<file path="config.mk">
export PLATFORM = sky130hd
export DESIGN_NAME = fault_alarm_ctrl
export DESIGN_NICKNAME = d
export VERILOG_FILES = /design/src/hw/_unused_guard.sv /design/src/pkg/fault_alarm_pkg.sv /design/src/hw/ecc_word_check.sv /design/src/hw/fault_alarm_ctrl.sv /design/src/hw/page_link_table.sv
export SDC_FILE = /design/constraint.sdc
export NUM_CORES = 1
export LEC_CHECK = 0
export BUFFER_PORTS_ARGS = -buffer_cell sky130_fd_sc_hd__buf_4
export CORE_MARGIN = 2
export CORE_UTILIZATION = 50
export CTS_CLUSTER_DIAMETER = 60
export DETAILED_ROUTE_END_ITERATION = 6
export HOLD_SLACK_MARGIN = 0.1
export PLACE_DENSITY = 0.7
export SYNTH_ARGS = -nofsm -noshare
export SYNTH_HDL_FRONTEND = slang
export SYNTH_HIERARCHICAL = 1
export SYNTH_SLANG_ARGS = --single-unit
</file>
<file path="constraint.sdc">
create_clock -name core_clk -period 3.6 [get_ports core_clk]
set_input_delay 0.54 -clock core_clk [delete_from_list [all_inputs] [get_ports core_clk]]
set_output_delay 0.54 -clock core_clk [all_outputs]
set_load 0.01 [all_outputs]
</file>
<file path="src/hw/_unused_guard.sv">
// spare source slot, holds no design unit

</file>
<file path="src/pkg/fault_alarm_pkg.sv">
// constants and types shared by the fault alarm and reset controller
package fault_alarm_pkg;

    // ------------------------------------------------------------
    // register map (byte offsets)
    // ------------------------------------------------------------
    localparam logic [11:0] OFS_CAUSE    = 12'h000;
    localparam logic [11:0] OFS_CTRL     = 12'h004;
    localparam logic [11:0] OFS_STATUS   = 12'h008;
    localparam logic [11:0] OFS_WDOG     = 12'h00c;
    localparam logic [11:0] OFS_KICK     = 12'h010;
    localparam logic [11:0] OFS_CKPT     = 12'h014;
    localparam logic [11:0] OFS_ROM_REF  = 12'h018;
    localparam logic [11:0] OFS_ROM_SIG  = 12'h01c;
    localparam logic [11:0] OFS_CRIT     = 12'h020;
    localparam logic [11:0] OFS_SELFTEST = 12'h024;

    // ------------------------------------------------------------
    // cause bit positions
    // ------------------------------------------------------------
    localparam int NUM_CAUSES = 11;
    localparam int C_ECC_UNC  = 0;
    localparam int C_LOCKSTEP = 1;
    localparam int C_BUS      = 2;
    localparam int C_ATTACK   = 3;
    localparam int C_LOWCLK   = 4;
    localparam int C_ROM      = 5;
    localparam int C_WDOG     = 6;
    localparam int C_FLOW     = 7;
    localparam int C_ILLOP    = 8;
    localparam int C_PAGE     = 9;
    localparam int C_ECC_COR  = 10;

    // control fields
    localparam int CTRL_SELF_BIT    = 0;
    localparam int CTRL_PROG_BIT    = 1;
    localparam int CTRL_REFRESH_BIT = 2;
    localparam int CTRL_PAGE_LSB    = 8;

    // reset values
    localparam logic [NUM_CAUSES-1:0] CRIT_MASK_RST = 11'h1ff;
    localparam logic [31:0]           WDOG_RST      = 32'h0;

    // ------------------------------------------------------------
    // timing
    // ------------------------------------------------------------
    localparam int CLK_MHZ        = 200;
    localparam int BUS_TIMEOUT_NS = 100;
    localparam int SEC_RST_NS     = 500;
    localparam int SELF_CHECK_NS  = 200;
    localparam int BUS_TIMEOUT_CYC = (BUS_TIMEOUT_NS * CLK_MHZ) / 1000;
    localparam int SEC_RST_CYC     = (SEC_RST_NS * CLK_MHZ + 999) / 1000;
    localparam int SELF_CHECK_CYC  = (SELF_CHECK_NS * CLK_MHZ + 999) / 1000;

    // page update sequence
    typedef enum logic [3:0] {
        PG_IDLE   = 4'b0001,
        PG_PROG   = 4'b0010,
        PG_VERIFY = 4'b0100,
        PG_COMMIT = 4'b1000
    } page_state_t;

endpackage

</file>
<file path="src/hw/ecc_word_check.sv">
// single-error-correcting, double-error-detecting check of one memory word
`timescale 1ns/1ps
`default_nettype none
module ecc_word_check
    import fault_alarm_pkg::*;
(
    // clock and reset
    input  wire logic        core_clk,
    input  wire logic        reset,
    // word in: bit 0 overall parity, bit i check or data at position i
    input  wire logic [31:0] rawWord,
    input  wire logic        rawValid,
    // result
    output logic      [31:0] fixedWord,
    output logic             fixedValid,
    output logic             corrected,
    output logic             uncorrectable
);
    typedef struct packed {
        logic [31:0] word;
        logic        valid;
        logic        cor;
        logic        unc;
    } ecc_state_t;

    ecc_state_t st_r;
    ecc_state_t st_nxt;

    // xor of positions of all set bits
    function automatic logic [4:0] syndrome(input logic [31:0] w);
        logic [4:0] s;
        s = 5'h00;
        for (int i = 1; i < 32; i++)
            if (w[i]) s = s ^ 5'(i);
        return s;
    endfunction

    // ------------------------------------------------------------
    // correction
    // ------------------------------------------------------------
    always_comb
    begin
        logic [4:0] syn;
        logic       par;
        syn = syndrome(rawWord);
        par = ^rawWord;
        st_nxt = st_r;
        st_nxt.valid = rawValid;
        st_nxt.cor = 1'b0;
        st_nxt.unc = 1'b0;
        if (rawValid)
        begin
            st_nxt.word = rawWord;
            if (par)
            begin
                st_nxt.word[syn] = ~rawWord[syn];
                st_nxt.cor = 1'b1;
            end
            else if (syn != 5'h00)
                st_nxt.unc = 1'b1;
        end
    end

    always_ff @(posedge core_clk)
    begin
        if (reset) st_r <= '0;
        else st_r <= st_nxt;
    end

    assign fixedWord     = st_r.word;
    assign fixedValid    = st_r.valid;
    assign corrected     = st_r.cor;
    assign uncorrectable = st_r.unc;
endmodule // ecc_word_check
`default_nettype wire

</file>
<file path="src/hw/fault_alarm_ctrl.sv">
// fault alarm, secure state and security reset controller
//
// Implementation choices: the register offsets and register access over APB.
`timescale 1ns/1ps
`default_nettype none

// Functional notes
// - Memory words are checked by an error code and single-bit errors are corrected.
// - An uncorrectable error raises an alarm, and a critical one also a security alarm and reset.
// - Results of both cores are compared and a mismatch is recorded and forces the reset sequence.
// - A failed or torn page program leaves the old page active and valid, restart is by power-on.
// - New page data is verified before the new page replaces the old one in the link table.
// - Every bus handshake is monitored and a handshake that does not complete raises an alarm.
// - A detected physical attack halts processing at once and enters security reset.
// - Physical page placement is reshuffled on every page change, without software involvement.
// - A software refresh moves a page to a spare slot chosen from write count and randomness.
// - The page link table is internal and cannot be read or written by software.
// - A low clock frequency sensor raises an alarm and is covered by the self-check.
// - A check value is computed over the memory words to find bit faults in the read-only memory.
// - A watchdog timer and a program-flow checkpoint register are offered to software.
// - An illegal operation code is detected and triggers a security reset.
module fault_alarm_ctrl
    import fault_alarm_pkg::*;
#(
    parameter int VW = 4,
    parameter int SW = 2,
    parameter int PW = 5
)(
    // clock and reset
    input  wire logic          core_clk,
    input  wire logic          reset,
    // apb slave
    input  wire logic          psel,
    input  wire logic          penable,
    input  wire logic          pwrite,
    input  wire logic [11:0]   paddr,
    input  wire logic [31:0]   pwdata,
    output logic      [31:0]   prdata,
    output logic               pready,
    output logic               pslverr,
    // detector inputs
    input  wire logic [31:0]   memWord,
    input  wire logic          memWordValid,
    input  wire logic          romWordValid,
    input  wire logic          romScanDone,
    input  wire logic [31:0]   cpuAResult,
    input  wire logic [31:0]   cpuBResult,
    input  wire logic          cpuResultValid,
    input  wire logic          busReq,
    input  wire logic          busAck,
    input  wire logic          attackSensor,
    input  wire logic          lowClockAlarm,
    input  wire logic          illegalOpcode,
    input  wire logic          startupDone,
    input  wire logic [7:0]    randomByte,
    // corrected memory data
    output logic      [31:0]   memFixedWord,
    output logic               memFixedValid,
    // page programming
    output logic               nvmProgStart,
    output logic               nvmVerifyStart,
    output logic               nvmCopy,
    output logic      [PW-1:0] nvmSrcPage,
    output logic      [PW-1:0] nvmDstPage,
    input  wire logic          nvmProgDone,
    input  wire logic          nvmProgOk,
    input  wire logic          nvmVerifyDone,
    input  wire logic          nvmVerifyOk,
    // translation
    input  wire logic [VW-1:0] lookupVirt,
    output logic      [PW-1:0] lookupPhys,
    // alarms and reset request
    output logic               selfTestDrive,
    output logic               alarm,
    output logic               securityAlarm,
    output logic               securityResetReq,
    output logic               cpuHalt
);
    typedef struct packed {
        logic [NUM_CAUSES-1:0] cause;
        logic [NUM_CAUSES-1:0] crit;
        logic [NUM_CAUSES-1:0] seen;
        logic                  passed;
        logic [7:0]            scCnt;
        logic [7:0]            rstCnt;
        logic                  secAlarm;
        logic                  anyAlarm;
        logic [31:0]           wdogLoad;
        logic [31:0]           wdogCnt;
        logic [31:0]           ckpt;
        logic [7:0]            busCnt;
        logic [31:0]           romSig;
        logic [31:0]           romRef;
        page_state_t           pg;
        logic [VW-1:0]         pgVirt;
        logic [SW-1:0]         pgSel;
        logic                  progStart;
        logic                  started;
        logic                  verStart;
        logic                  copy;
        logic [PW-1:0]         src;
        logic [PW-1:0]         dst;
        logic [31:0]           rdata;
        logic                  err;
    } ctrl_state_t;

    ctrl_state_t st_r;
    ctrl_state_t st_nxt;

    // ------------------------------------------------------------
    // submodules
    // ------------------------------------------------------------
    logic          eccCor;
    logic          eccUnc;
    logic [SW-1:0] candSel;
    logic [PW-1:0] candPhys;
    logic [PW-1:0] curPhys;
    logic          commit;

    ecc_word_check u_ecc (
        .core_clk      (core_clk),
        .reset         (reset),
        .rawWord       (memWord),
        .rawValid      (memWordValid),
        .fixedWord     (memFixedWord),
        .fixedValid    (memFixedValid),
        .corrected     (eccCor),
        .uncorrectable (eccUnc)
    );

    page_link_table #(.VW(VW), .SW(SW), .PW(PW)) u_link (
        .core_clk   (core_clk),
        .reset      (reset),
        .lookupVirt (lookupVirt),
        .lookupPhys (lookupPhys),
        .reqVirt    (st_r.pgVirt),
        .rnd        (randomByte),
        .candSel    (candSel),
        .candPhys   (candPhys),
        .curPhys    (curPhys),
        .commit     (commit),
        .commitSel  (st_r.pgSel)
    );

    // swap only after a clean verify
    assign commit = (st_r.pg == PG_COMMIT);

    // ------------------------------------------------------------
    // apb decode
    // ------------------------------------------------------------
    logic setup;
    logic wrEn;
    logic mapped;

    assign setup = psel && !penable;
    assign wrEn  = psel && penable && pwrite;
    assign pready = 1'b1;

    function automatic logic is_mapped(input logic [11:0] a);
        case (a)
            OFS_CAUSE, OFS_CTRL, OFS_STATUS, OFS_WDOG, OFS_KICK, OFS_CKPT,
            OFS_ROM_REF, OFS_ROM_SIG, OFS_CRIT, OFS_SELFTEST: return 1'b1;
            default: return 1'b0;
        endcase
    endfunction

    assign mapped = is_mapped(paddr);

    // ------------------------------------------------------------
    // next state
    // ------------------------------------------------------------
    logic [NUM_CAUSES-1:0] raw;
    logic [NUM_CAUSES-1:0] evt;
    logic [NUM_CAUSES-1:0] w1c;
    logic                  testing;
    logic                  flowBad;
    logic                  wdogFire;

    always_comb
    begin
        st_nxt = st_r;
        testing = (st_r.scCnt != 8'h00);
        w1c = '0;
        flowBad = 1'b0;
        wdogFire = (st_r.wdogLoad != 32'h0) && (st_r.wdogCnt == 32'h1);
        st_nxt.progStart = 1'b0;
        st_nxt.verStart = 1'b0;

        // bus handshake timeout counter
        if (busReq && !busAck && (st_r.busCnt != 8'(BUS_TIMEOUT_CYC)))
            st_nxt.busCnt = st_r.busCnt + 8'h01;
        else if (!busReq || busAck)
            st_nxt.busCnt = 8'h00;

        // watchdog countdown, reloads on expiry
        if (st_r.wdogLoad != 32'h0)
            st_nxt.wdogCnt = (st_r.wdogCnt <= 32'h1) ? st_r.wdogLoad : st_r.wdogCnt - 32'h1;

        // rom check value over scanned words
        if (romWordValid)
            st_nxt.romSig = {st_r.romSig[30:0], st_r.romSig[31]} ^ memWord;

        // register writes
        if (wrEn && mapped)
        begin
            case (paddr)
                OFS_CAUSE: w1c = pwdata[NUM_CAUSES-1:0];
                OFS_CTRL:
                begin
                    if (pwdata[CTRL_SELF_BIT] && startupDone && !testing)
                    begin
                        st_nxt.scCnt = 8'(SELF_CHECK_CYC);
                        st_nxt.seen = '0;
                    end
                    if ((pwdata[CTRL_PROG_BIT] || pwdata[CTRL_REFRESH_BIT]) && st_r.pg == PG_IDLE)
                    begin
                        st_nxt.pgVirt = pwdata[CTRL_PAGE_LSB +: VW];
                        st_nxt.copy = pwdata[CTRL_REFRESH_BIT];
                        st_nxt.pg = PG_PROG;
                    end
                end
                OFS_WDOG:
                begin
                    st_nxt.wdogLoad = pwdata;
                    st_nxt.wdogCnt = pwdata;
                end
                OFS_KICK: st_nxt.wdogCnt = st_r.wdogLoad;
                OFS_CKPT:
                begin
                    flowBad = (pwdata != 32'h0) && (pwdata != st_r.ckpt + 32'h1);
                    st_nxt.ckpt = pwdata;
                end
                OFS_ROM_REF: st_nxt.romRef = pwdata;
                OFS_CRIT: st_nxt.crit = pwdata[NUM_CAUSES-1:0];
                default: st_nxt.ckpt = st_r.ckpt;
            endcase
        end

        // page update sequence
        case (st_r.pg)
            PG_IDLE: st_nxt.pg = st_nxt.pg;
            PG_PROG:
            begin
                st_nxt.progStart = !st_r.started;         // one start pulse per entry
                st_nxt.started = 1'b1;
                if (nvmProgDone)
                    st_nxt.pg = nvmProgOk ? PG_VERIFY : PG_IDLE;
                if (nvmProgDone && nvmProgOk)
                    st_nxt.verStart = 1'b1;
            end
            PG_VERIFY:
            begin
                if (nvmVerifyDone)
                    st_nxt.pg = nvmVerifyOk ? PG_COMMIT : PG_IDLE;
            end
            PG_COMMIT: st_nxt.pg = PG_IDLE;
            default: st_nxt.pg = PG_IDLE;
        endcase
        if (st_r.pg == PG_IDLE && st_nxt.pg == PG_PROG)
        begin
            st_nxt.pgSel = candSel;
            st_nxt.started = 1'b0;
            st_nxt.dst = candPhys;
            st_nxt.src = curPhys;
        end

        // raw detector lines
        raw = '0;
        raw[C_ECC_UNC]  = eccUnc;
        raw[C_LOCKSTEP] = cpuResultValid && (cpuAResult != cpuBResult);
        raw[C_BUS]      = (st_r.busCnt == 8'(BUS_TIMEOUT_CYC));
        raw[C_ATTACK]   = attackSensor;
        raw[C_LOWCLK]   = lowClockAlarm;
        raw[C_ROM]      = romScanDone && (st_r.romSig != st_r.romRef);
        raw[C_WDOG]     = wdogFire;
        raw[C_FLOW]     = flowBad;
        raw[C_ILLOP]    = illegalOpcode;
        raw[C_PAGE]     = (st_r.pg == PG_PROG && nvmProgDone && !nvmProgOk) ||
                          (st_r.pg == PG_VERIFY && nvmVerifyDone && !nvmVerifyOk);
        raw[C_ECC_COR]  = eccCor;

        // self-check diverts lines into the seen mask
        evt = testing ? '0 : raw;
        if (testing)
        begin
            st_nxt.scCnt = st_r.scCnt - 8'h01;
            st_nxt.seen = st_r.seen | raw;
            if (st_r.scCnt == 8'h01)
                st_nxt.passed = ((st_r.seen | raw) == {NUM_CAUSES{1'b1}});
        end

        // sticky causes, a new event beats the clear
        st_nxt.cause = (st_r.cause & ~w1c) | evt;
        st_nxt.anyAlarm = |(st_nxt.cause & ~(NUM_CAUSES'(1) << C_ECC_COR));

        // critical events start the security reset
        if (|(evt & st_r.crit))
        begin
            st_nxt.rstCnt = 8'(SEC_RST_CYC);
            st_nxt.secAlarm = 1'b1;
            st_nxt.pg = PG_IDLE;
        end
        else if (st_r.rstCnt != 8'h00)
            st_nxt.rstCnt = st_r.rstCnt - 8'h01;
        else
            st_nxt.secAlarm = 1'b0;

        // read data captured in setup phase
        st_nxt.err = setup && !mapped;
        if (setup)
        begin
            case (paddr)
                OFS_CAUSE:    st_nxt.rdata = 32'(st_r.cause);
                OFS_CTRL:     st_nxt.rdata = {16'h0, 4'(st_r.pgVirt), 12'h0};
                OFS_STATUS:   st_nxt.rdata = {20'h0, st_r.pg, st_r.secAlarm, st_r.passed,
                                              testing, st_r.anyAlarm, 4'h0};
                OFS_WDOG:     st_nxt.rdata = st_r.wdogCnt;
                OFS_CKPT:     st_nxt.rdata = st_r.ckpt;
                OFS_ROM_REF:  st_nxt.rdata = st_r.romRef;
                OFS_ROM_SIG:  st_nxt.rdata = st_r.romSig;
                OFS_CRIT:     st_nxt.rdata = 32'(st_r.crit);
                OFS_SELFTEST: st_nxt.rdata = 32'(st_r.seen);
                default:      st_nxt.rdata = 32'h0;
            endcase
        end
    end

    // ------------------------------------------------------------
    // state register
    // ------------------------------------------------------------
    always_ff @(posedge core_clk)
    begin
        if (reset)
        begin
            st_r <= '0;
            st_r.pg <= PG_IDLE;
            st_r.crit <= CRIT_MASK_RST;
            st_r.wdogLoad <= WDOG_RST;
        end
        else
            st_r <= st_nxt;
    end

    // ------------------------------------------------------------
    // outputs
    // ------------------------------------------------------------
    assign prdata           = st_r.rdata;
    assign pslverr          = st_r.err && psel && penable;
    assign nvmProgStart     = st_r.progStart;
    assign nvmVerifyStart   = st_r.verStart;
    assign nvmCopy          = st_r.copy;
    assign nvmSrcPage       = st_r.src;
    assign nvmDstPage       = st_r.dst;
    assign selfTestDrive    = (st_r.scCnt != 8'h00);
    assign alarm            = st_r.anyAlarm;
    assign securityAlarm    = st_r.secAlarm;
    assign securityResetReq = (st_r.rstCnt != 8'h00);
    // halt at once on attack, held through the reset request
    assign cpuHalt          = (attackSensor && st_r.scCnt == 8'h00) || (st_r.rstCnt != 8'h00);
endmodule // fault_alarm_ctrl
`default_nettype wire

</file>
<file path="src/hw/page_link_table.sv">
// hidden virtual-to-physical page link table with spare pool
`timescale 1ns/1ps
`default_nettype none
module page_link_table
    import fault_alarm_pkg::*;
#(
    parameter int VW = 4,
    parameter int SW = 2,
    parameter int PW = 5
)(
    // clock and reset
    input  wire logic          core_clk,
    input  wire logic          reset,
    // translation
    input  wire logic [VW-1:0] lookupVirt,
    output logic      [PW-1:0] lookupPhys,
    // relocation
    input  wire logic [VW-1:0] reqVirt,
    input  wire logic [7:0]    rnd,
    output logic      [SW-1:0] candSel,
    output logic      [PW-1:0] candPhys,
    output logic      [PW-1:0] curPhys,
    input  wire logic          commit,
    input  wire logic [SW-1:0] commitSel
);
    typedef struct packed {
        logic [2**VW-1:0][PW-1:0] map;
        logic [2**SW-1:0][PW-1:0] pool;
        logic [15:0]              writes;
        logic [PW-1:0]            phys;
    } link_state_t;

    link_state_t st_r;
    link_state_t st_nxt;

    // identity map, spares above the pages
    function automatic link_state_t init_state();
        link_state_t s;
        s = '0;
        for (int i = 0; i < 2**VW; i++) s.map[i] = PW'(i);
        for (int j = 0; j < 2**SW; j++) s.pool[j] = PW'(2**VW + j);
        return s;
    endfunction

    // spare choice from write count and randomness
    assign candSel  = SW'(st_r.writes + 16'(rnd));
    assign candPhys = st_r.pool[candSel];
    assign curPhys  = st_r.map[reqVirt];

    always_comb
    begin
        st_nxt = st_r;
        st_nxt.phys = st_r.map[lookupVirt];
        if (commit)
        begin
            st_nxt.map[reqVirt] = st_r.pool[commitSel];
            st_nxt.pool[commitSel] = st_r.map[reqVirt];
            st_nxt.writes = st_r.writes + 16'h0001;
        end
    end

    always_ff @(posedge core_clk)
    begin
        if (reset) st_r <= init_state();
        else st_r <= st_nxt;
    end

    assign lookupPhys = st_r.phys;
endmodule // page_link_table
`default_nettype wire

</file>
==> summary.txt, run 1 <==
count of port buffers added during placement - 253
sinks on the clock net - 419
vertical die dimension - 221.3 um
share of power burned in registers - 0.375
clock period minus worst slack - 3.439 ns
internal power summed over all cells - 9271 uW
worst-path fanout max - 9
cts hold-fix bufs - 0
initial core utilization - 0.5069
Post-synth ARST share - 0
CTS buffer count - 50
Rows - 79
sort of element at the end of the critical path - register
endpoints failing setup - 0
clock latency at the later pin of the worst-skew pair - 0.61 ns
post-CTS setup buffer count - 0
drt wl/cell - 22.69 um
violations in the final reports - design-rule violations
FF+latch count, synth - 419
Max Fclk - 290.7 MHz
final instance area - 27460 um^2
average size of a mapped cell - 8.461 um^2
Hold Path Class - primary input to register
Cells after Synth - 2789
proportion of layout cells with a drive suffix above 1 - 0.1879
count of maximum capacitance violations - 0
post-CTS resize count - 0
final hold violation count - 0
detailed-route DRC error count - 4
count of TritonRoute iterations in the first routing pass - 7
Yosys top cell by area - dfxtp_1
worst hold slack across all endpoints - 0.2344 ns
Area contributors post-synth - dfxtp_1 36%, xnor2_1 6.5%, nand2_1 5.9%
worst reg2reg startpoint - st_r[129]
Worst Path Required - 4.13 ns
hold path endpoint - st_r[56]
switching power total - 4308 uW
Final Net Count - 3116
maximum number of pins on one net before global-route repair - 132
worst hold stages - 2
Max IR drop VDD - 0.4680 mV
depth of the worst register-to-register path - 9
vias in the first global route - 21483
H-tree levels - 2
average via count per standard cell - 6.382
reg-to-reg setup timing slack - 0.16 ns
antenna violations before repair - 5
Clock Root Buffer - clkbuf_16
leakage power total - 0.009687 uW
clock tree from TritonCTS - built
outcome - finished with violations
Crit Reg-Reg Endpoint - st_r[54]
GP Congestion - 0.9713
unrepaired setup endpoints after global routing - no
Longest Clk Path Bufs - 3
clock skew after layout - 0.03383 ns
Rel. slew slack - 0.1936
layout overhead on the synthesized area - 16.34%
flip-flop cell with the highest count after synthesis - dfxtp_1
Routed Antenna Nets - 0
Syn. warnings - 6
Clk pwr share - 0.375
vias post-DR - 22835
share of total power in combinational logic - 0.250
number of top-level pins - 261
number of enable-type register cells in the synthesized netlist - 0
switching power as a share of total power - 0.3172
Syn Nets - 2970
pwr/cell area - 494.6 nW/um^2
detailed-placement wirelength estimate - 58910 um
Detailed Route Iter0 Violations - 2681
number of filler instances in the final layout - 4172
final period utilization - 0.9554
die width - 221.3 um
total core area - 46560 um^2
clock transition at the registers of the reported paths - 0.06 ns
area of the mapped netlist - 23600 um^2
total length of routed wires - 81180 um
area post-placement - 25820 um^2
startpoint-to-endpoint class of the critical path - register to register
overflow left after global routing - 0
commonest non-fill, non-tap cell in the layout - dfxtp_1
transition time at the pin with the least slew margin - 1.210 ns
wire length of the first global-routing pass - 124800 um
TNS Setup - 0 ns
number of max-slew violations in the final report - 0
sequential cell area fraction in the yosys report - 0.3554
Critical Path AT - 3.96 ns
Synth cell types - 107
global-route total usage across every layer - 0.3190
DIE AREA - 48950 um^2
most used cells in the layout excluding fill and tap cells - 419 x dfxtp_1, 372 x nand2_1, 345 x buf_4
Critical Path Start Type - register
Hold Startpoint - nvmVerifyDone
top-area cell type share of the netlist area - 0.3554
cell usage after synthesis, types with 9 or more instances:
cell type    n
nor2b_1     28
nand2b_1    20
buf_1       13
nand3b_1    24
buf_2       25
xnor2_1    175
dfxtp_1    419
a221oi_1    23
clkbuf_1   153
o21ai_0     92
inv_1       29
ha_1        10
o22ai_1     17
a21oi_1    264
o211ai_1    12
nor3_1      43
buf_4       55
a221o_1     15
xor2_1      33
a31oi_1     39
a222oi_1    10
mux4_2      38
nor4b_1      9
nor3b_1     15
a311oi_1     9
a211oi_1    44
mux2i_1     45
a32oi_1     24
and3_1      30
o21ai_1     14
or3_1       10
nand3_1     94
nand4_1     48
or2_2       12
a211o_1     31
nor4_1      39
a22oi_1     60
and2_1       9
nand2_1    372
nor2_1     214
mux2_2      12
mux4_1      10
cell type report:
cell class | count | area [um^2] | area share
sequential | 419 | 8388 | 0.3055
antenna | 2 | 5.005 | 0.0001823
clock buffer | 65 | 1399 | 0.05095
clock inverter | 21 | 234.0 | 0.008522
tap | 607 | 759.5 | 0.02766
inverter | 30 | 112.6 | 0.004102
multi-input combinational | 2085 | 13890 | 0.5060
timing repair buffer | 349 | 2665 | 0.09707
sequential cells by signal (all words and copies together), names as in the netlist:
| name | cells |
|---|---|
| u_link/lookupPhys | 5 |
| prdata | 32 |
| st_r | 230 |
| u_ecc/corrected | 1 |
| u_ecc/fixedWord | 32 |
| nvmCopy | 1 |
| nvmDstPage | 5 |
| nvmProgStart | 1 |
| alarm | 1 |
| securityAlarm | 1 |
| nvmSrcPage | 5 |
| u_ecc/fixedValid | 1 |
| u_link/st_r | 102 |
| u_ecc/uncorrectable | 1 |
| nvmVerifyStart | 1 |
through the flow:
stage	setup slack, ns	cells	total power (uW)	utilization
after detailed placement	0.04412	3490	8518	0.5545
after global routing	0.008826	3577	14060	0.5897
after global placement	0.09731	3490	8438	0.5545
after floorplan	0.4834	2789	7331	-
after CTS	0.2092	3576	13590	0.5896
final	0.1606	3578	13580	0.5897
kinds of logic after synthesis:
kind of cell	after synthesis	share of synthesized area
buf+inv	285	0.05837
other cells	1	0.0001589
compound gates	729	0.2053
xor+xnor	224	0.09141
mux	107	0.07348
fa+ha+maj	10	0.005302
flops	419	0.3554
simple gates	1014	0.2105
power groups by stage:
stage | clock (uW) | sequential, uW | combinational (uW)
finish | 5090 | 5090 | 3400
global route | 5310 | 5110 | 3640
CTS | 5150 | 5080 | 3350
detailed placement | 0 | 5180 | 3340
global placement | 0 | 5170 | 3270
floorplan | 0 | 5130 | 2210
worst max path at each step:
stage               cells past startpoint                  to   startpoint
finish                                  9            st_r[54]    st_r[129]
global route                            9            st_r[54]    st_r[129]
CTS                                     9            st_r[54]    st_r[129]
detailed placement                     11  u_ecc/fixedWord[4]  memWord[21]
global placement                       11  u_ecc/fixedWord[4]  memWord[21]
floorplan                              10  u_ecc/fixedWord[5]  memWord[31]
critical path, cell delays in order, from the launching register on:
cell and delay [ns]:
dfxtp_1 0.48, ha_1 0.32, nand3_2 0.17, or4_4 0.64
or2_2 0.33, xnor2_1 0.14, nor4_2 0.23, a41oi_2 0.31
a211oi_4 0.49, o221a_1 0.25
metal layers:
layer | share of wire | vias to the layer above | global-route usage
li1 | - | 10421 | -
met1 | 0.41 | 10982 | 0.4325
met2 | 0.45 | 1259 | 0.4964
met3 | 0.11 | 167 | 0.07423
met4 | 0.031 | 6 | 0.1147
met5 | 0.00043 | - | 0
Power figures use the tool's default switching activity.
==> inputs of run 2 (changes only) <==
CELL_PAD_IN_SITES_DETAIL_PLACEMENT = 0   (was unset)
CELL_PAD_IN_SITES_GLOBAL_PLACEMENT = 1   (was unset)
CORE_UTILIZATION = 45   (was 50)
PLACE_DENSITY = unset   (was 0.7)
PLACE_DENSITY_LB_ADDON = 0.1   (was unset)
SYNTH_HIERARCHICAL = unset   (was 1)
==> run 2 against run 1 <==
Compared with the run above: the flow still finishes with violations (design-rule violations); first-iteration DRC count down 19%; power increased by 0.99%; synthesized cell count is 0.39% lower; clock power grew 7.5%; worst setup slack gained 0.17 ns; combinational power decreased by 6.8%; area after synthesis shrank 1.5%; flip-flop and latch count unchanged; hold slack got worse by 0.016 ns; die area rose by 9.3%; critical path depth up 2; clock skew fell by 0.0065 ns; critical path type unchanged; critical endpoint is now securityAlarm; largest cell class unchanged; largest power group is now clock.
==> summary.txt, run 2 <==
Max IR drop VDD - 0.4500 mV (-3.8%)
vertical die dimension - 231.3 um (+4.5%)
M3 GR Usage - 0.03494 (-0.03929)
Max Fclk - 305.4 MHz (+5.0%)
dominant combinational cell family by area after synthesis - simple AND/OR/NAND/NOR gates
met1 global-route usage - 0.3826 (-0.04988)
Hold Path Class - primary input to register
flip-flop cell with the highest count after synthesis - dfxtp_1
area of the multi-input gates - 13630 um^2 (-1.9%)
vias in the first global route - 20516 (-4.5%)
Clock Root Buffer - clkbuf_16
violations in the final reports - design-rule violations
commonest non-fill, non-tap cell in the layout - dfxtp_1
most common cell in the synthesized netlist - dfxtp_1
Worst Path Required - 4.05 ns (-0.08 ns)
count of TritonRoute iterations in the first routing pass - 7 (unchanged)
slowest stage cell, crit path - nor4_1
area of the mapped netlist - 23250 um^2 (-1.5%)
basic-gate share of the synthesized area counting and, or, nand and nor cells - 0.2048 (-0.005740)
Detailed Route Iter0 Violations - 2179 (-19%)
clock period minus worst slack - 3.274 ns (-0.1650 ns)
Syn Nets - 2959 (-0.37%)
endpoints failing setup - 0 (unchanged)
DIE AREA - 53510 um^2 (+9.3%)
final instance area - 27490 um^2 (+0.13%)
proportion of layout cells with a drive suffix above 1 - 0.1893 (+0.001329)
most instantiated cells after synthesis - 419 x dfxtp_1, 368 x nand2_1, 357 x nor2_1, 186 x a21oi_1
total placed cells including tap cells - 3547 (+1.6%)
antenna violations before repair - 3 (-2)
Area contributors post-synth - dfxtp_1 36%, xnor2_1 6.7%, nand2_1 5.9%
TNS Setup - 0 ns (unchanged)
area taken by flip-flops and latches - 8389 um^2 (about the same)
reg-to-reg setup timing slack - 0.33 ns (+0.17 ns)
drt wl/cell - 22.02 um (-3.0%)
detailed-route DRC error count - 17 (+13)
depth of the worst register-to-register path - 11 (+2)
Adder-Cell Fraction of Synth Area - 0.005381 (+0.00007903)
registers with the most flip-flops - st_r: 230 flops, u_link.st_r: 102 flops
startpoint-to-endpoint class of the critical path - register to register
chain of cells forming the critical path - nand4_1, nor4_1, nand2_1, a2111oi_0, o21ai_0, a211oi_1, nand4_1, buf_4, nand4_1, buf_4, a31oi_1
global-route total usage across every layer - 0.2924 (-0.02660)
pwr/cell area - 498.8 nW/um^2 (+0.85%)
average size of a mapped cell - 8.370 um^2 (-1.1%)
maximum cell stage delay along the critical path - 0.61 ns (-0.03 ns)
final std cells w/o fill - 3645 (+1.9%)
unrepaired setup endpoints after global routing - no
number of enable-type register cells in the synthesized netlist - 0 (unchanged)
sequential cell area fraction in the yosys report - 0.3607 (+0.005298)
Rel. slew slack - 0.3170 (+0.1235)
final period utilization - 0.9096 (-0.04584)
final hold violation count - 0 (unchanged)
clock latency at the later pin of the worst-skew pair - 0.63 ns (+0.02 ns)
Syn. warnings - 0 (-6)
Synth cell types - 80 (-25%)
transition time at the pin with the least slew margin - 1.024 ns (-0.1852 ns)
total core area - 51200 um^2 (+10%)
most used cells in the layout excluding fill and tap cells - 418 x dfxtp_1, 368 x nand2_1, 354 x nor2_1
Cells after Synth - 2778 (-0.39%)
number of max-slew violations in the final report - 0 (unchanged)
GP Congestion - 0.9178 (-5.5%)
met2 Track Usage GR - 0.4976 (+0.001196)
Most common cell on crit path - nand4_1
Rows - 83 (+5.1%)
clock skew after layout - 0.02736 ns (-0.006465 ns)
wire length of the first global-routing pass - 122300 um (-2.1%)
H-tree levels - 2 (unchanged)
worst hold stages - 3 (+1)
outcome - finished with violations
layout overhead on the synthesized area - 18.23%
count of maximum capacitance violations - 0 (unchanged)
Yosys top cell by area - dfxtp_1
count of port buffers added during placement - 253 (unchanged)
Final Net Count - 3104 (-0.39%)
top-area cell type share of the netlist area - 0.3607 (+0.005298)
average via count per standard cell - 5.943 (-6.9%)
clock tree from TritonCTS - built
worst-path fanout max - 13 (+4)
worst hold slack across all endpoints - 0.2185 ns (-0.01592 ns)
number of filler instances in the final layout - 4721 (+13%)
Post-synth ARST share - 0 (unchanged)
share of the synthesized netlist area taken by xor and xnor gates - 0.09008 (-0.001328)
initial core utilization - 0.4542 (-0.05273)
leakage power total - 0.009935 uW (+2.6%)
overflow left after global routing - 0 (unchanged)
CTS buffer count - 52 (+4.0%)
vias post-DR - 21663 (-5.1%)
Routed Antenna Nets - 0 (unchanged)
Longest Clk Path Bufs - 3 (unchanged)
Critical Path AT - 3.72 ns (-0.24 ns)
Critical Path Start Type - register
sinks on the clock net - 419 (unchanged)
FF+latch count, synth - 419 (unchanged)
maximum number of pins on one net before global-route repair - 134 (+1.5%)
detailed-placement wirelength estimate - 57810 um (-1.9%)
sort of element at the end of the critical path - register
area post-placement - 25660 um^2 (-0.61%)
number of top-level pins - 261 (unchanged)
post-synthesis compound-gate area fraction - 0.1858 (-0.01954)
clock transition at the registers of the reported paths - 0.05 ns (about the same)
die width - 231.3 um (+4.5%)
total length of routed wires - 80260 um (-1.1%)
Largest register FFs - 230 (unchanged)
multiplexer share of the synthesized area - 0.09740 (+0.02391)
busiest grt layer - met2
register ranked first by flip-flop count - st_r
[run 2: metal layers]
metal  share of wire  routed length [um]  vias to the layer above
li1                -                   -                    10154
met1            0.42               33970                    10517
met2            0.48               38720                      842
met3           0.061                4903                      146
met4           0.033                2634                        4
met5         0.00039                  31                        -
[run 2: cells by family after synthesis]
logic type / after synthesis
DFF: 419
other: 1
adders and majority gates: 10
buffers and inverters: 287
and+or+nand+nor: 1062
muxes: 154
AOI/OAI and AO/OA: 623
xor gates and xnor gates: 222
[run 2: final cells by class]
class / count / share of cell area
inverter: 30 / 0.004096
clock inverter: 20 / 0.009285
antenna: 1 / 0.00009102
timing repair buffer: 348 / 0.09803
sequential: 419 / 0.3052
clock buffer: 75 / 0.05671
tap: 680 / 0.03095
multi-input combinational: 2072 / 0.4957
[run 2: path summary, 6_finish.rpt]
| kind | endpoint | from |
|---|---|---|
| max | securityAlarm | st_r[136] |
| min | st_r[252] | illegalOpcode |
| max reg2reg | securityAlarm | st_r[136] |
| min reg2reg | nvmProgStart | st_r[45] |
[run 2: power breakdown]
part / switching [uW] / internal, uW
Sequential: 219 / 4850
Combinational: 1820 / 1350
Clock: 2170 / 3300
[run 2: critical path: cells and delay by family (launching register included)]
| kind | cells | cell delay, ns |
|---|---|---|
| flip-flops | 1 | 0.45 |
| AND/OR/NAND/NOR | 5 | 1.29 |
| buffers and inverters | 2 | 0.41 |
| AO/OA/AOI/OAI | 4 | 0.95 |
[run 2: what timing repair did]
action	in CTS	in global routing
resized for setup	0	0
hold buffers	0	0
setup endpoints to repair	0	10
buffers inserted	0	2
[run 2: per-stage QoR]
step / util / power (uW) / setup WS, ns
detailed placement: 0.5012 / 8304 / -0.02907
finish: 0.5370 / 13710 / 0.3256
CTS: 0.5366 / 13760 / 0.2854
global placement: 0.5012 / 8256 / 0.04661
global route: 0.5369 / 14270 / 0.1129
floorplan: - / 7204 / 0.1275
